### src/spfs_defs.vh
// Constants for the shared pin function select block: pin positions
// inside the three 8-bit ports and reset values of the pin registers.
// Assumes the includer uses these as bit indices of 8-bit port vectors.
//
// How it works
// - Peripheral output beats port output on pin
// - 16-bit two-strobe: low strobe even lane, high odd
// - 16-bit two-strobe mode: high strobe only odd lane
// - 16-bit one-strobe mode: high pin/write pin lane enables
// - DMA request sampled only when externally triggered
// - DMA acknowledge driven only when enabled
// - Serial clock driven only when output enabled
// - Serial data driven only when enabled
// - PWM wave driven only when output enabled
// - Interrupt pin sampled while interrupt enabled
// - Analog use only when control selects it
// - Converter trigger sampled only when selected
`ifndef SPFS_DEFS_VH
`define SPFS_DEFS_VH

// ==========================================================
// Port B: DRAM bank pins, DMA channel c request/acknowledge
`define SPFS_PB_ROW_A 0
`define SPFS_PB_COL_LOW_A 1
`define SPFS_PB_COL_HIGH_A 2
`define SPFS_PB_WRITE_A 3
`define SPFS_PB_ROW_B 4
`define SPFS_PB_COL_LOW_B 5
`define SPFS_PB_COL_HIGH_B 6
`define SPFS_PB_WRITE_B 7

// ==========================================================
// Port E: interrupts, serial clocks b/c, DMA channels a/b
`define SPFS_PE_IRQ_A 0
`define SPFS_PE_IRQ_B 1
`define SPFS_PE_IRQ_C 2
`define SPFS_PE_IRQ_D 3
`define SPFS_PE_DREQ_A 4
`define SPFS_PE_DREQ_B 5
`define SPFS_PE_DACK_A 6
`define SPFS_PE_DACK_B 7

// ==========================================================
// Port F: serial channels, PWM waves and triggers
`define SPFS_PF_RX_A 0
`define SPFS_PF_TX_A 1
`define SPFS_PF_SCLK_A 2
`define SPFS_PF_RX_B 3
`define SPFS_PF_TX_B 4
`define SPFS_PF_RX_C 5
`define SPFS_PF_TX_C 6
`define SPFS_PF_WAVE_A 7

// ==========================================================
// Reset values
`define SPFS_RST_PORT 8'h00
`define SPFS_RST_STROBE 8'hFF

`endif

### src/spfs_top.v
// Shared pin function select: picks peripheral or port per pin.
// Assumes all inputs synchronous to clock_i; the pad logic resolves
// each pin from its output and output enable.
`timescale 1ns/100ps
`include "spfs_defs.vh"

module spfs_top #(
  parameter PORT_W = 8
)
(
  input wire clock_i,
  input wire rst_i,
  // Port B/E/F general port side
  input wire [PORT_W-1:0] port_b_out_i,
  input wire [PORT_W-1:0] port_b_dir_i,
  input wire [PORT_W-1:0] port_e_out_i,
  input wire [PORT_W-1:0] port_e_dir_i,
  input wire [PORT_W-1:0] port_f_out_i,
  input wire [PORT_W-1:0] port_f_dir_i,
  output reg [PORT_W-1:0] port_b_in_o,
  output reg [PORT_W-1:0] port_e_in_o,
  output reg [PORT_W-1:0] port_f_in_o,
  // Pins: input level, output level, output enable
  input wire [PORT_W-1:0] pin_b_i,
  input wire [PORT_W-1:0] pin_e_i,
  input wire [PORT_W-1:0] pin_f_i,
  output reg [PORT_W-1:0] pin_b_o,
  output reg [PORT_W-1:0] pin_e_o,
  output reg [PORT_W-1:0] pin_f_o,
  output reg [PORT_W-1:0] pin_b_oe_o,
  output reg [PORT_W-1:0] pin_e_oe_o,
  output reg [PORT_W-1:0] pin_f_oe_o,
  // DRAM controller side, index 0 bank a, 1 bank b
  input wire [1:0] dram_pins_en_i,
  input wire dram_bus16_i,
  input wire dram_one_col_i,
  input wire dram_addr0_i,
  input wire [1:0] dram_row_n_i,
  input wire [1:0] dram_col_n_i,
  input wire [1:0] dram_write_n_i,
  // DMA channels a..c
  input wire [2:0] dma_ext_sel_i,
  input wire [2:0] dma_ack_en_i,
  input wire [2:0] dma_ack_i,
  output reg [2:0] dma_request_o,
  // Serial channels a..c
  input wire [2:0] ser_clk_oe_i,
  input wire [2:0] ser_clk_i,
  input wire [2:0] ser_tx_en_i,
  input wire [2:0] ser_tx_i,
  output reg [2:0] ser_clk_o,
  output reg [2:0] ser_rx_o,
  // PWM channels a..d
  input wire [3:0] pwm_out_en_i,
  input wire [3:0] pwm_wave_i,
  output reg [3:0] pwm_trigger_o,
  // External interrupts a..d
  input wire [3:0] irq_en_i,
  output reg [3:0] ext_irq_o,
  // Converter trigger and analog input selection
  input wire adc_ext_trig_sel_i,
  output reg converter_trigger_o,
  input wire [3:0] analog_input_control_i,
  output reg [3:0] analog_inputs_en_o
);

  // ==========================================================
  // Declarations
  wire [1:0] route_row_n; // Routed row strobes
  wire [1:0] route_col_low_n; // Routed even/shared column strobes
  wire [1:0] route_col_high_n; // Routed odd column or write
  wire [1:0] route_write_n; // Routed write strobes
  reg [PORT_W-1:0] b_en; // Peripheral claims port B pin
  reg [PORT_W-1:0] b_val; // Peripheral level on port B pin
  reg [PORT_W-1:0] e_en; // Peripheral claims port E pin
  reg [PORT_W-1:0] e_val; // Peripheral level on port E pin
  reg [PORT_W-1:0] f_en; // Peripheral claims port F pin
  reg [PORT_W-1:0] f_val; // Peripheral level on port F pin
  wire [3*PORT_W-1:0] all_en; // Claims of all three ports
  wire [3*PORT_W-1:0] all_val; // Peripheral levels, all ports
  wire [3*PORT_W-1:0] all_port; // Port output levels
  wire [3*PORT_W-1:0] all_dir; // Port output directions
  wire [3*PORT_W-1:0] next_out; // Next pin output levels
  wire [3*PORT_W-1:0] next_oe; // Next pin output enables
  wire [2:0] next_dma_request; // Gated DMA request inputs
  wire [2:0] next_ser_clk; // Serial clock inputs
  wire [3:0] next_pwm_trigger; // PWM trigger inputs, b and d gated
  wire [3:0] next_ext_irq; // Gated interrupt inputs
  wire next_converter_trigger; // Gated converter trigger
  genvar g;

  // ==========================================================
  // DRAM strobe routing, one router per bank
  generate
    for (g = 0; g < 2; g = g + 1)
    begin : bank
      spfs_dram_route u_route
      (
        .bus16_i(dram_bus16_i),
        .one_col_i(dram_one_col_i),
        .addr0_i(dram_addr0_i),
        .row_n_i(dram_row_n_i[g]),
        .col_n_i(dram_col_n_i[g]),
        .write_n_i(dram_write_n_i[g]),
        .row_n_o(route_row_n[g]),
        .col_low_n_o(route_col_low_n[g]),
        .col_high_n_o(route_col_high_n[g]),
        .write_n_o(route_write_n[g])
      );
    end
  endgenerate

  // ==========================================================
  // Peripheral claims per pin
  // Which peripheral drives each pin, and with what level
  always @*
  begin
    b_en = `SPFS_RST_PORT;
    b_val = `SPFS_RST_PORT;
    e_en = `SPFS_RST_PORT;
    e_val = `SPFS_RST_PORT;
    f_en = `SPFS_RST_PORT;
    f_val = `SPFS_RST_PORT;
    // DRAM bank a pins
    b_en[`SPFS_PB_ROW_A] = dram_pins_en_i[0];
    b_val[`SPFS_PB_ROW_A] = route_row_n[0];
    b_en[`SPFS_PB_COL_LOW_A] = dram_pins_en_i[0];
    b_val[`SPFS_PB_COL_LOW_A] = route_col_low_n[0];
    b_en[`SPFS_PB_COL_HIGH_A] = dram_pins_en_i[0];
    b_val[`SPFS_PB_COL_HIGH_A] = route_col_high_n[0];
    b_en[`SPFS_PB_WRITE_A] = dram_pins_en_i[0];
    b_val[`SPFS_PB_WRITE_A] = route_write_n[0];
    // DRAM bank b pins
    b_en[`SPFS_PB_ROW_B] = dram_pins_en_i[1];
    b_val[`SPFS_PB_ROW_B] = route_row_n[1];
    b_en[`SPFS_PB_COL_LOW_B] = dram_pins_en_i[1];
    b_val[`SPFS_PB_COL_LOW_B] = route_col_low_n[1];
    b_en[`SPFS_PB_WRITE_B] = dram_pins_en_i[1];
    b_val[`SPFS_PB_WRITE_B] = route_write_n[1];
    // Bank b high strobe, else DMA acknowledge c when enabled
    if (dram_pins_en_i[1])
    begin
      b_en[`SPFS_PB_COL_HIGH_B] = 1'b1;
      b_val[`SPFS_PB_COL_HIGH_B] = route_col_high_n[1];
    end
    else
    begin
      b_en[`SPFS_PB_COL_HIGH_B] = dma_ack_en_i[2];
      b_val[`SPFS_PB_COL_HIGH_B] = dma_ack_i[2];
    end
    // DMA acknowledge a and b
    e_en[`SPFS_PE_DACK_A] = dma_ack_en_i[0];
    e_val[`SPFS_PE_DACK_A] = dma_ack_i[0];
    e_en[`SPFS_PE_DACK_B] = dma_ack_en_i[1];
    e_val[`SPFS_PE_DACK_B] = dma_ack_i[1];
    // Serial clocks b and c share interrupt pins c and d
    e_en[`SPFS_PE_IRQ_C] = ser_clk_oe_i[1];
    e_val[`SPFS_PE_IRQ_C] = ser_clk_i[1];
    e_en[`SPFS_PE_IRQ_D] = ser_clk_oe_i[2];
    e_val[`SPFS_PE_IRQ_D] = ser_clk_i[2];
    // Serial transmit pins
    f_en[`SPFS_PF_TX_A] = ser_tx_en_i[0];
    f_val[`SPFS_PF_TX_A] = ser_tx_i[0];
    f_en[`SPFS_PF_TX_B] = ser_tx_en_i[1];
    f_val[`SPFS_PF_TX_B] = ser_tx_i[1];
    // Serial c transmit wins over PWM wave c
    if (ser_tx_en_i[2])
    begin
      f_en[`SPFS_PF_TX_C] = 1'b1;
      f_val[`SPFS_PF_TX_C] = ser_tx_i[2];
    end
    else
    begin
      f_en[`SPFS_PF_TX_C] = pwm_out_en_i[2];
      f_val[`SPFS_PF_TX_C] = pwm_wave_i[2];
    end
    // Serial a clock wins over PWM wave d
    if (ser_clk_oe_i[0])
    begin
      f_en[`SPFS_PF_SCLK_A] = 1'b1;
      f_val[`SPFS_PF_SCLK_A] = ser_clk_i[0];
    end
    else
    begin
      f_en[`SPFS_PF_SCLK_A] = pwm_out_en_i[3];
      f_val[`SPFS_PF_SCLK_A] = pwm_wave_i[3];
    end
    // PWM waves a and b
    f_en[`SPFS_PF_WAVE_A] = pwm_out_en_i[0];
    f_val[`SPFS_PF_WAVE_A] = pwm_wave_i[0];
    f_en[`SPFS_PF_RX_C] = pwm_out_en_i[1];
    f_val[`SPFS_PF_RX_C] = pwm_wave_i[1];
  end

  // ==========================================================
  // Per-pin output selection over all 24 pins
  assign all_en = {f_en, e_en, b_en};
  assign all_val = {f_val, e_val, b_val};
  assign all_port = {port_f_out_i, port_e_out_i, port_b_out_i};
  assign all_dir = {port_f_dir_i, port_e_dir_i, port_b_dir_i};

  generate
    for (g = 0; g < 3*PORT_W; g = g + 1)
    begin : pin
      // Peripheral level overrides the port level
      assign next_out[g] = all_en[g] ? all_val[g] : all_port[g];
      assign next_oe[g] = all_en[g] | all_dir[g];
    end
  endgenerate

  // ==========================================================
  // Input function gating
  assign next_dma_request[0] = pin_e_i[`SPFS_PE_DREQ_A] & dma_ext_sel_i[0];
  assign next_dma_request[1] = pin_e_i[`SPFS_PE_DREQ_B] & dma_ext_sel_i[1];
  // Request c shares bank b low strobe pin
  assign next_dma_request[2] = pin_b_i[`SPFS_PB_COL_LOW_B] &
    dma_ext_sel_i[2];
  // Input clocks only when the channel drives none
  assign next_ser_clk[0] = pin_f_i[`SPFS_PF_SCLK_A] & ~ser_clk_oe_i[0];
  assign next_ser_clk[1] = pin_e_i[`SPFS_PE_IRQ_C] & ~ser_clk_oe_i[1];
  assign next_ser_clk[2] = pin_e_i[`SPFS_PE_IRQ_D] & ~ser_clk_oe_i[2];
  // Triggers b and d only while the shared transmitter is off
  assign next_pwm_trigger[0] = pin_f_i[`SPFS_PF_RX_A];
  assign next_pwm_trigger[1] = pin_f_i[`SPFS_PF_TX_A] &
    ~ser_tx_en_i[0];
  assign next_pwm_trigger[2] = pin_f_i[`SPFS_PF_RX_B];
  assign next_pwm_trigger[3] = pin_f_i[`SPFS_PF_TX_B] &
    ~ser_tx_en_i[1];
  assign next_ext_irq = pin_e_i[3:0] & irq_en_i;
  assign next_converter_trigger = pin_f_i[`SPFS_PF_WAVE_A] &
    adc_ext_trig_sel_i;

  // ==========================================================
  // Output registers
  // All outputs registered; pins released during reset
  always @(posedge clock_i or posedge rst_i)
  begin
    if (rst_i)
    begin
      pin_b_o <= `SPFS_RST_STROBE;
      pin_e_o <= `SPFS_RST_PORT;
      pin_f_o <= `SPFS_RST_PORT;
      pin_b_oe_o <= `SPFS_RST_PORT;
      pin_e_oe_o <= `SPFS_RST_PORT;
      pin_f_oe_o <= `SPFS_RST_PORT;
      port_b_in_o <= `SPFS_RST_PORT;
      port_e_in_o <= `SPFS_RST_PORT;
      port_f_in_o <= `SPFS_RST_PORT;
      dma_request_o <= 3'h0;
      ser_clk_o <= 3'h0;
      ser_rx_o <= 3'h0;
      pwm_trigger_o <= 4'h0;
      ext_irq_o <= 4'h0;
      converter_trigger_o <= 1'b0;
      analog_inputs_en_o <= 4'h0;
    end
    else
    begin
      pin_b_o <= next_out[PORT_W-1:0];
      pin_e_o <= next_out[2*PORT_W-1:PORT_W];
      pin_f_o <= next_out[3*PORT_W-1:2*PORT_W];
      pin_b_oe_o <= next_oe[PORT_W-1:0];
      pin_e_oe_o <= next_oe[2*PORT_W-1:PORT_W];
      pin_f_oe_o <= next_oe[3*PORT_W-1:2*PORT_W];
      port_b_in_o <= pin_b_i;
      port_e_in_o <= pin_e_i;
      port_f_in_o <= pin_f_i;
      dma_request_o <= next_dma_request;
      ser_clk_o <= next_ser_clk;
      ser_rx_o <= {pin_f_i[`SPFS_PF_RX_C], pin_f_i[`SPFS_PF_RX_B],
        pin_f_i[`SPFS_PF_RX_A]};
      pwm_trigger_o <= next_pwm_trigger;
      ext_irq_o <= next_ext_irq;
      converter_trigger_o <= next_converter_trigger;
      analog_inputs_en_o <= analog_input_control_i;
    end
  end

endmodule

### src/spfs_dram_route.v
// One DRAM bank's strobe role router.
// Assumes active-low strobes from the memory controller, synchronous
// to the system clock; output is combinational, registered by the top.
`timescale 1ns/100ps

module spfs_dram_route
(
  input wire bus16_i,
  input wire one_col_i,
  input wire addr0_i,
  input wire row_n_i,
  input wire col_n_i,
  input wire write_n_i,
  output reg row_n_o,
  output reg col_low_n_o,
  output reg col_high_n_o,
  output reg write_n_o
);

  // ==========================================================
  // Strobe role selection
  // Role of each pin by bus width and strobe mode
  always @*
  begin
    row_n_o = row_n_i;
    if (!bus16_i)
    begin
      // Same column strobe on both pins, single write
      col_low_n_o = col_n_i;
      col_high_n_o = col_n_i;
      write_n_o = write_n_i;
    end
    else if (!one_col_i)
    begin
      // Even lane on low pin, odd lane on high pin
      col_low_n_o = col_n_i | addr0_i;
      col_high_n_o = col_n_i | ~addr0_i;
      write_n_o = write_n_i;
    end
    else
    begin
      // Single column strobe, two lane write enables
      col_low_n_o = col_n_i;
      col_high_n_o = write_n_i | addr0_i;
      write_n_o = write_n_i | ~addr0_i;
    end
  end

endmodule

### config.mk
export PLATFORM = sky130hd
export DESIGN_NAME = spfs_top
export DESIGN_NICKNAME = d
export VERILOG_FILES = /design/src/spfs_top.v /design/src/spfs_dram_route.v
export VERILOG_INCLUDE_DIRS = /design/src
export SDC_FILE = /design/constraint.sdc
export NUM_CORES = 1
export LEC_CHECK = 0
export ABC_AREA = 1
export BUFFER_PORTS_ARGS = -buffer_cell sky130_fd_sc_hd__buf_4
export CAP_MARGIN = 20
export CORE_ASPECT_RATIO = 1.5
export CORE_MARGIN = 2
export CORE_UTILIZATION = 40
export CTS_BUF_LIST = sky130_fd_sc_hd__clkbuf_16
export CTS_CLUSTER_DIAMETER = 50
export CTS_CLUSTER_SIZE = 30
export DETAILED_ROUTE_END_ITERATION = 8
export GPL_TIMING_DRIVEN = 0
export PLACE_DENSITY = 0.8
export SLEW_MARGIN = 20
export SYNTH_ARGS = -nofsm -noshare
export SYNTH_HDL_FRONTEND = slang
export SYNTH_SLANG_ARGS = --single-unit
### constraint.sdc
create_clock -name clock_i -period 6.9 [get_ports clock_i]
set_clock_uncertainty 0.05 [all_clocks]
set_input_delay 1.725 -clock clock_i [delete_from_list [all_inputs] [get_ports clock_i]]
set_output_delay 1.725 -clock clock_i [all_outputs]
set_load 0.02 [all_outputs]
==> impl_metrics.tcl, run 1 <==
set metrics [dict create \
    postRouteAntennaNets 0 \
    max_stage_delay_ns 0.39 \
    yosysWarnings 0 \
    rows 37 \
    antenna_found_initial 0 \
    syn_to_final_growth_pct 71.9 \
    peakVddDrop_mv 0.152 \
    synth.cells.most_frequent "81 x dfrtp_1, 22 x nand2_1, 20 x inv_1" \
    period_needed_ns 2.78 \
    required_ns 5.12 \
    yosysTopAreaCellShare_pct 72.0 \
    port_buffers 216 \
    routed_wirelength_um 7810 \
    diodes 0 \
    cts_resized 0 \
    regArea_sq_mm 0.00224 \
    die_area_sq_mm 0.00774 \
    fillers 503 \
    die_h_um 107 \
    gr-usage-all-layers_pct 20.8 \
    async_reset_ff_share_pct 100 \
    worst_setup_path_end_kind "primary output" \
    cts_buffers 9 \
    max-cap-violations 0 \
    multiInputGateArea_sq_um 434 \
    initialDrtViolationCount 135 \
    htreeDepth 3 \
    max_slew_margin_pct 68.2 \
    power.density_mw_per_mm2 248 \
    path_delay_family "flip-flops" \
    core_area_sq_mm 0.00685 \
    internal_power_uw 924 \
    dr.pass1.iters 4 \
    critPathBufInv 2 \
    initial_utilization_pct 41.1 \
    wl_per_cell_um 15.4 \
    maxSlewViolCount 0 \
    p_comb_share_pct 15.6 \
    grt_pass1_wl_um 11800 \
    vias 2300 \
    layout-drive-gt1-share_pct 57.9 \
    utilization_pct 70.7 \
    grt_pass1_vias 2344 \
    arrival_ns 1.00 \
    syn_nets 319 \
    instances_no_fill 506 \
    post-route-period-util_pct 40.2 \
    dp_cells 491 \
    fmax_mhz 360 \
    post_cts.repair.setup_buffers 0 \
    switching_share_pct 23.0 \
    yosysSeqAreaShare_pct 79.4 \
    worst_pin_slew_ns 0.478 \
    die_x_um 72.5 \
    ys_seq_elements 89 \
    synth_cells 196 \
    ioPinCount 217 \
    finalSetupTns_ns 0 \
    ys_types 18 \
    status "finished, final reports clean" \
    synth-edff-count 0 \
    grt_max_degree 53 \
    yosysMostFrequentCell "dfrtp_1" \
    pwr-share-clk_pct 37.5 \
    syn_area_per_cell_sq_um 14.4 \
    hold_class "input port to asynchronous set/reset pin" \
    vias_per_cell 4.55 \
    crit_fanout 3 \
    seq_power_share_pct 46.9 \
    setup-violations-final 0 \
    cts_sinks 89 \
    crit_slowest_cell "dfrtp_1" \
    crit_cells 2 \
    clock_path_buffers 2 \
    crit_chain "buf_4, buf_4" \
    p_sw_uw 277 \
    overflow 0 \
    synth_flop_cell "dfrtp_1" \
    nets 547 \
    startpoint_type "register" \
    hold_viol_final 0 \
    synth_area_leaders "dfrtp_1 72%, dfstp_2 7.5%, or2_1 4.2%" \
    path_class "register to primary output" \
    clkSlewWorstSetupHoldPaths_ns 0.05 \
    globalplace.congestion 0.836 \
    route.detailed.drc 0 \
    cpMostUsedCell "buf_4" \
    dp.final_hpwl_um 6320 \
    finalPower_mw 1.20 \
    yosysTopAreaCell "dfrtp_1" \
    root_buffer "clkbuf_16" \
    total_leakage_power_nw 2.55 \
    syn_area_sq_mm 0.00282 \
    rsz0062_at_grt "false" \
    cts.hold.buffers_added 0 \
    cts_tree "built" \
]
## stage by stage
step | setup WS (ns) | hold WS [ns] | area (sq um)
after global routing | 4.08 | 1.41 | 4840
after detailed placement | 4.38 | 1.74 | 4570
after floorplan | 2.83 | 1.71 | 2820
after CTS | 4.11 | 1.39 | 4840
after global placement | 1.97 | 1.78 | 4540
final | 4.12 | 1.38 | 4840
## routing by layer
| metal | global-route usage [%] | part of all wire [%] | vias to the layer above |
|---|---|---|---|
| met5 | 0 | 0 | - |
| met4 | 10.7 | 2.9 | 0 |
| met3 | 7.24 | 9.8 | 19 |
| met2 | 37.1 | 57 | 130 |
| met1 | 20.9 | 30 | 1095 |
| li1 | - | - | 1056 |
## worst max-delay path by stage
stage	from	end	slack (ns)
after floorplan	rst_i	analog_inputs_en_o[0]$_DFF_PP0_	2.83
after global placement	rst_i	pin_b_oe_o[0]$_DFF_PP0_	1.97
after detailed placement	rst_i	pin_b_o[2]$_DFF_PP1_	4.38
after CTS	port_f_in_o[0]$_DFF_PP0_	pwm_trigger_o[0]	4.11
after global routing	port_f_in_o[0]$_DFF_PP0_	pwm_trigger_o[0]	4.08
final	port_f_in_o[0]$_DFF_PP0_	pwm_trigger_o[0]	4.12
## cell families (layout without fill, tap and decap cells)
| logic type | Yosys count | in the layout | synth area share, % |
|---|---|---|---|
| mux | 8 | 8 | 3.20 |
| simple gates | 59 | 59 | 9.91 |
| compound gates | 11 | 11 | 2.31 |
| flops | 89 | 89 | 79.4 |
| buf+inv | 29 | 261 | 5.15 |
## power by group through the flow
stage	sequential [mW]	combinational, mW	clock, mW
6_report	0.563	0.187	0.450
5_1_grt	0.566	0.200	0.488
4_1_cts	0.564	0.189	0.461
3_5_place_dp	0.573	0.188	0
3_3_place_gp	0.571	0.182	0
2_1_floorplan	0.611	0.0309	0
## cell usage in the layout, fill, tap and decap left out
| cell type | instances |
|---|---|
| clkinv_1 | 2 |
| bufinv_16 | 1 |
| nor3_1 | 1 |
| a21oi_1 | 5 |
| clkinv_2 | 2 |
| o21ai_1 | 2 |
| bufinv_8 | 1 |
| nand4_1 | 1 |
| o221ai_1 | 2 |
| inv_2 | 2 |
| mux2_1 | 8 |
| clkbuf_16 | 9 |
| inv_1 | 20 |
| or2_1 | 19 |
| dfstp_2 | 8 |
| inv_4 | 1 |
| nand2_2 | 1 |
| buf_4 | 222 |
| nand2_1 | 22 |
| dfrtp_1 | 81 |
| nand3_1 | 3 |
| a31oi_1 | 2 |
| nor2_1 | 12 |
| buf_16 | 1 |
## final cells by class
cell class | count | area share (%)
clock inverter | 6 | 1.06
clock buffer | 9 | 4.65
multi-input combinational | 78 | 8.97
tap | 78 | 2.02
sequential | 89 | 46.2
buffer | 6 | 0.930
inverter | 23 | 2.12
timing repair buffer | 217 | 34.1
No activity file was read; power rests on OpenSTA's default activity.
==> inputs of run 2 (changes only) <==
--- a/config.mk
+++ b/config.mk
@@ -11,13 +11,13 @@
 export CAP_MARGIN = 20
 export CORE_ASPECT_RATIO = 1.5
 export CORE_MARGIN = 2
-export CORE_UTILIZATION = 40
+export CORE_UTILIZATION = 39
 export CTS_BUF_LIST = sky130_fd_sc_hd__clkbuf_16
 export CTS_CLUSTER_DIAMETER = 50
 export CTS_CLUSTER_SIZE = 30
 export DETAILED_ROUTE_END_ITERATION = 8
 export GPL_TIMING_DRIVEN = 0
-export PLACE_DENSITY = 0.8
+export PLACE_DENSITY = 0.78
 export SLEW_MARGIN = 20
 export SYNTH_ARGS = -nofsm -noshare
 export SYNTH_HDL_FRONTEND = slang
==> constraint.sdc (replaced) <==
create_clock -name clock_i -period 2.8 [get_ports clock_i]
set_clock_uncertainty 0.05 [all_clocks]
set_input_delay 0.7 -clock clock_i [delete_from_list [all_inputs] [get_ports clock_i]]
set_output_delay 0.7 -clock clock_i [all_outputs]
set_load 0.02 [all_outputs]
==> run 2 against run 1 <==
  * Routed wire length grew 0.32%
  * Die area rose by 2.4%
  * Sequential power grew 150%
  * Critical endpoint is now pwm_trigger_o[2]
==> impl_metrics.tcl, run 2 (synthesis results as in run 1) <==
set metrics [dict create \
    max_stage_delay_ns 0.40 \
    arrival_ns 1.01 \
    total_leakage_power_nw 2.59 \
    stdcell_area_sq_mm 0.00494 \
    diodes 0 \
    vias_per_cell 4.49 \
    crit_chain "buf_4, buf_4" \
    fmax_mhz 568 \
    postRouteAntennaNets 0 \
    post-route-period-util_pct 62.9 \
    cts_resized 0 \
    syn_to_final_growth_pct 75.4 \
    clkSlewWorstSetupHoldPaths_ns 0.06 \
    hold_class "input port to asynchronous set/reset pin" \
    ioPinCount 217 \
    cts_tree "built" \
    die_x_um 73.4 \
    initial_utilization_pct 39.5 \
    cts_buffers 9 \
    gr-usage-all-layers_pct 20.1 \
    regArea_sq_mm 0.00224 \
    crit_fanout 3 \
    route.detailed.drc 0 \
    grt_max_degree 36 \
    clock_path_buffers 2 \
    post_cts.repair.setup_buffers 0 \
    cts.hold.buffers_added 0 \
    initialDrtViolationCount 75 \
    port_buffers 216 \
    routed_wirelength_um 7840 \
    finalSetupTns_ns 0 \
    rsz0062_at_grt "false" \
    htreeDepth 3 \
    vias 2290 \
    path_delay_family "flip-flops" \
    hold_viol_final 0 \
    max-cap-violations 0 \
    worst_hold_slack_ns 0.382 \
    cts_sinks 89 \
    rows 38 \
    instances_no_fill 510 \
    dr.pass1.iters 4 \
    wl_per_cell_um 15.4 \
    setup-violations-final 0 \
    status "finished, final reports clean" \
    nets 548 \
    period_needed_ns 1.76 \
    peakVddDrop_mv 0.384 \
    dp.final_hpwl_um 6200 \
    place_area_sq_mm 0.00458 \
    startpoint_type "register" \
    final_cell_mix "222 x buf_4, 81 x dfrtp_1, 22 x nand2_1" \
    cpMostUsedCell "buf_4" \
    grt_pass1_wl_um 11600 \
    pre_cts_slack_ns 1.34 \
    maxSlewViolCount 0 \
    die_area_sq_mm 0.00793 \
    required_ns 2.05 \
    utilization_pct 69.3 \
    layout_commonest_cell "buf_4" \
    globalplace.congestion 0.870 \
    layout-drive-gt1-share_pct 58.6 \
    worst_pin_slew_ns 0.572 \
    dp_cells 494 \
    power.density_mw_per_mm2 659 \
    fillers 532 \
    multiInputGateArea_sq_um 434 \
    worst_setup_path_end_kind "primary output" \
    path_class "register to primary output" \
    antenna_found_initial 0 \
    crit_slowest_cell "dfrtp_1" \
    root_buffer "clkbuf_16" \
    die_h_um 108 \
    critPathBufInv 2 \
    overflow 0 \
    core_area_sq_mm 0.00713 \
    grt_pass1_vias 2413 \
    max_slew_margin_pct 61.8 \
    finalPower_mw 3.26 \
    setup_slack_ns 1.04 \
]
## run 2: path summary, 6_finish.rpt
kind / start / to / slack (ns) / cells after the start
hold / removal: rst_i / pin_e_oe_o[6]$_DFF_PP0_ / 0.38 / 2
max in group asynchronous: rst_i / pin_b_o[0]$_DFF_PP1_ / 1.72 / 3
min in group clock_i: port_f_out_i[0] / pin_f_o[0]$_DFF_PP0_ / 0.42 / 1
setup / recovery: port_f_in_o[3]$_DFF_PP0_ / pwm_trigger_o[2] / 1.04 / 2
## run 2: layout make-up
| class | count | area share, % |
|---|---|---|
| clock buffers | 9 | 4.56 |
| clock inverters | 7 | 2.71 |
| multi-input cells | 78 | 8.79 |
| repair buffers | 218 | 33.6 |
| flip-flops and latches | 89 | 45.3 |
| well taps | 80 | 2.03 |
| inverters | 23 | 2.10 |
| plain buffers | 6 | 0.912 |
## run 2: metal layers
metal	up-vias	GRT usage, %	routed length (um)
met1	1086	20.1	2440
met4	0	12.7	244
met5	-	0	0
met2	128	36.0	4510
li1	1058	-	-
met3	18	5.13	648
## run 2: report_power, final
group          switching, mW  internal [mW]  total, mW  leakage [nW]
Combinational          0.221          0.240      0.460          1.39
Clock                  0.454          0.955       1.41         0.181
Sequential            0.0211           1.37       1.39          1.02
==> inputs of run 3 (changes only) <==
--- a/config.mk
+++ b/config.mk
@@ -6,7 +6,7 @@
 export SDC_FILE = /design/constraint.sdc
 export NUM_CORES = 1
 export LEC_CHECK = 0
-export ABC_AREA = 1
+export ABC_AREA = 0
 export BUFFER_PORTS_ARGS = -buffer_cell sky130_fd_sc_hd__buf_4
 export CAP_MARGIN = 20
 export CORE_ASPECT_RATIO = 1.5
==> constraint.sdc (replaced) <==
create_clock -name clock_i -period 1.65 [get_ports clock_i]
set_clock_uncertainty 0.05 [all_clocks]
set_input_delay 0.4125 -clock clock_i [delete_from_list [all_inputs] [get_ports clock_i]]
set_output_delay 0.4125 -clock clock_i [all_outputs]
set_load 0.02 [all_outputs]
==> run 3 against run 2 <==
  * Clock power grew 73%
  * Global-route usage shrank 0.34 points
  * Highest routed layer unchanged
  * Hold slack lost 0.29 ns
  * Sequential cell count is the same
  * Routed wire length shrank 2.7%
  * Largest cell class unchanged
  * Via count shrank 5.9%
  * Critical path type unchanged
==> impl_metrics.tcl, run 3 <==
set metrics [dict create \
    status "finished, final reports clean" \
    arrival_ns 1.00 \
    cts_tree "built" \
    syn_to_final_growth_pct 76.7 \
    cts_sinks 89 \
    initial_utilization_pct 40.3 \
    fmax_mhz 683 \
    layout_commonest_cell "buf_4" \
    cts.hold.buffers_added 0 \
    die_area_sq_mm 0.00782 \
    globalplace.congestion 0.813 \
    yosysWarnings 0 \
    yosysTopAreaCell "dfrtp_1" \
    htreeDepth 3 \
    diodes 0 \
    rsz0062_at_grt "false" \
    worst_pin_slew_ns 0.571 \
    max-cap-violations 0 \
    root_buffer "clkbuf_16" \
    synth_cells 167 \
    yosysMostFrequentCell "dfrtp_1" \
    ys_types 25 \
    finalPower_mw 5.57 \
    crit_fanout 3 \
    cts_resized 0 \
    port_buffers 216 \
    clock_path_buffers 2 \
    fillers 474 \
    die_h_um 107 \
    ioPinCount 217 \
    async_reset_ff_share_pct 100 \
    required_ns 1.19 \
    final_cell_mix "221 x buf_4, 81 x dfrtp_1, 10 x mux2_2" \
    yosysSeqAreaShare_pct 80.6 \
    ys_seq_elements 89 \
    utilization_pct 71.1 \
    period_needed_ns 1.46 \
    yosysTopAreaCellShare_pct 73.0 \
    peakVddDrop_mv 0.746 \
    power.density_mw_per_mm2 1140 \
    clkSlewWorstSetupHoldPaths_ns 0.06 \
    synth_area_leaders "dfrtp_1 73%, dfstp_2 7.6%, mux2_2 4.1%" \
    dr.pass1.iters 4 \
    path_class "register to primary output" \
    total_leakage_power_nw 2.47 \
    wl_per_cell_um 15.9 \
    initialDrtViolationCount 168 \
    antenna_found_initial 0 \
    synth.cells.most_frequent "81 x dfrtp_1, 10 x mux2_2, 8 x and2_1, 8 x dfstp_2, 8 x or2_2" \
    critPathLaunch "port_f_in_o[0]$_DFF_PP0_" \
    routed_wirelength_um 7630 \
    cts_buffers 9 \
    grt_max_degree 37 \
    overflow 0 \
    postRouteAntennaNets 0 \
    startpoint_type "register" \
    gr-usage-all-layers_pct 19.8 \
    synth-edff-count 0 \
    worst_setup_path_end_kind "primary output" \
    post_cts.repair.setup_buffers 0 \
    synth_flop_cell "dfrtp_1" \
    die_x_um 72.9 \
    grt_pass1_wl_um 11100 \
    dp.final_hpwl_um 6110 \
    rows 37 \
    finalSetupTns_ns 0 \
    nets 519 \
    hold_viol_final 0 \
    post-route-period-util_pct 88.7 \
    syn_nets 290 \
    route.detailed.drc 0 \
    grt_pass1_vias 2263 \
    hold_class "input port to asynchronous set/reset pin" \
    syn_area_sq_mm 0.00278 \
    layout-drive-gt1-share_pct 67.6 \
    core_area_sq_mm 0.00690 \
    vias_per_cell 4.50 \
    syn_area_per_cell_sq_um 16.6 \
    setup-violations-final 0 \
    vias 2155 \
    max_slew_margin_pct 61.9 \
    maxSlewViolCount 0 \
]
-- run 3: cell types whose count changed after synthesis, moves of 10 or more --
cell	delta
inv_1	-18
mux2_2	+10
nand2_1	-20
or2_1	-12
-- run 3: worst paths after layout --
kind                                       endpoint  slack (ns)  depth (start not counted)
worst min-delay path           pin_f_o[5]$_DFF_PP0_        0.09                          2
worst max-delay path               pwm_trigger_o[0]        0.19                          2
min in group clock_i       port_f_in_o[6]$_DFF_PP0_        0.13                          1
max in group asynchronous      pin_b_o[4]$_DFF_PP1_        0.83                          3
-- run 3: area by class of cell --
cell class | instances | area [sq um] | area share, %
Sequential cell | 89 | 2240 | 45.6
Timing Repair Buffer | 218 | 1660 | 33.9
Inverter | 2 | 11.3 | 0.230
Clock inverter | 7 | 141 | 2.88
Buffer | 7 | 47.5 | 0.969
Multi-Input combinational cell | 69 | 484 | 9.87
Tap cell | 78 | 97.6 | 1.99
Clock buffer | 9 | 225 | 4.59
-- run 3: report_power, final --
group          total [mW]  switching [mW]  internal, mW  leakage [nW]
logic               0.777           0.363         0.414          1.27
clock network        2.44           0.811          1.63         0.176
registers            2.35          0.0353          2.32          1.02
total                5.57            1.21          4.36          2.47
-- run 3: cell families (layout without fill, tap and decap cells) --
kind of cell / count (synthesis) / after routing / synth area share, %
AO/OA/AOI/OAI: 11 / 11 / 2.61
buffers and inverters: 9 / 243 / 1.98
flip-flops: 89 / 89 / 80.6
multiplexers: 12 / 12 / 4.78
AND/OR/NAND/NOR: 46 / 46 / 10.1
-- run 3: layer usage --
layer	GRT usage, %	wire, um	share of wire (%)
met4	11.4	298	3.9
met3	5.99	508	6.7
met5	0	0	0
met2	34.9	4420	58
met1	20.0	2400	32
-- run 3: critical path, stage by stage, from the launching register on --
cell	delay, ns
dfrtp_1	0.39
buf_4	0.13
buf_4	0.15
-- run 3: metrics by stage --
stage          hold WS [ns]  setup slack (ns)  instances  instance area (sq um)
2_1_floorplan         0.394             0.158        167                   2780
3_3_place_gp          0.472            -0.352        461                   4500
3_5_place_dp          0.454             0.405        463                   4540
4_1_cts              0.0969             0.169        479                   4910
5_1_grt               0.113             0.144        479                   4910
6_report             0.0932             0.186        479                   4910
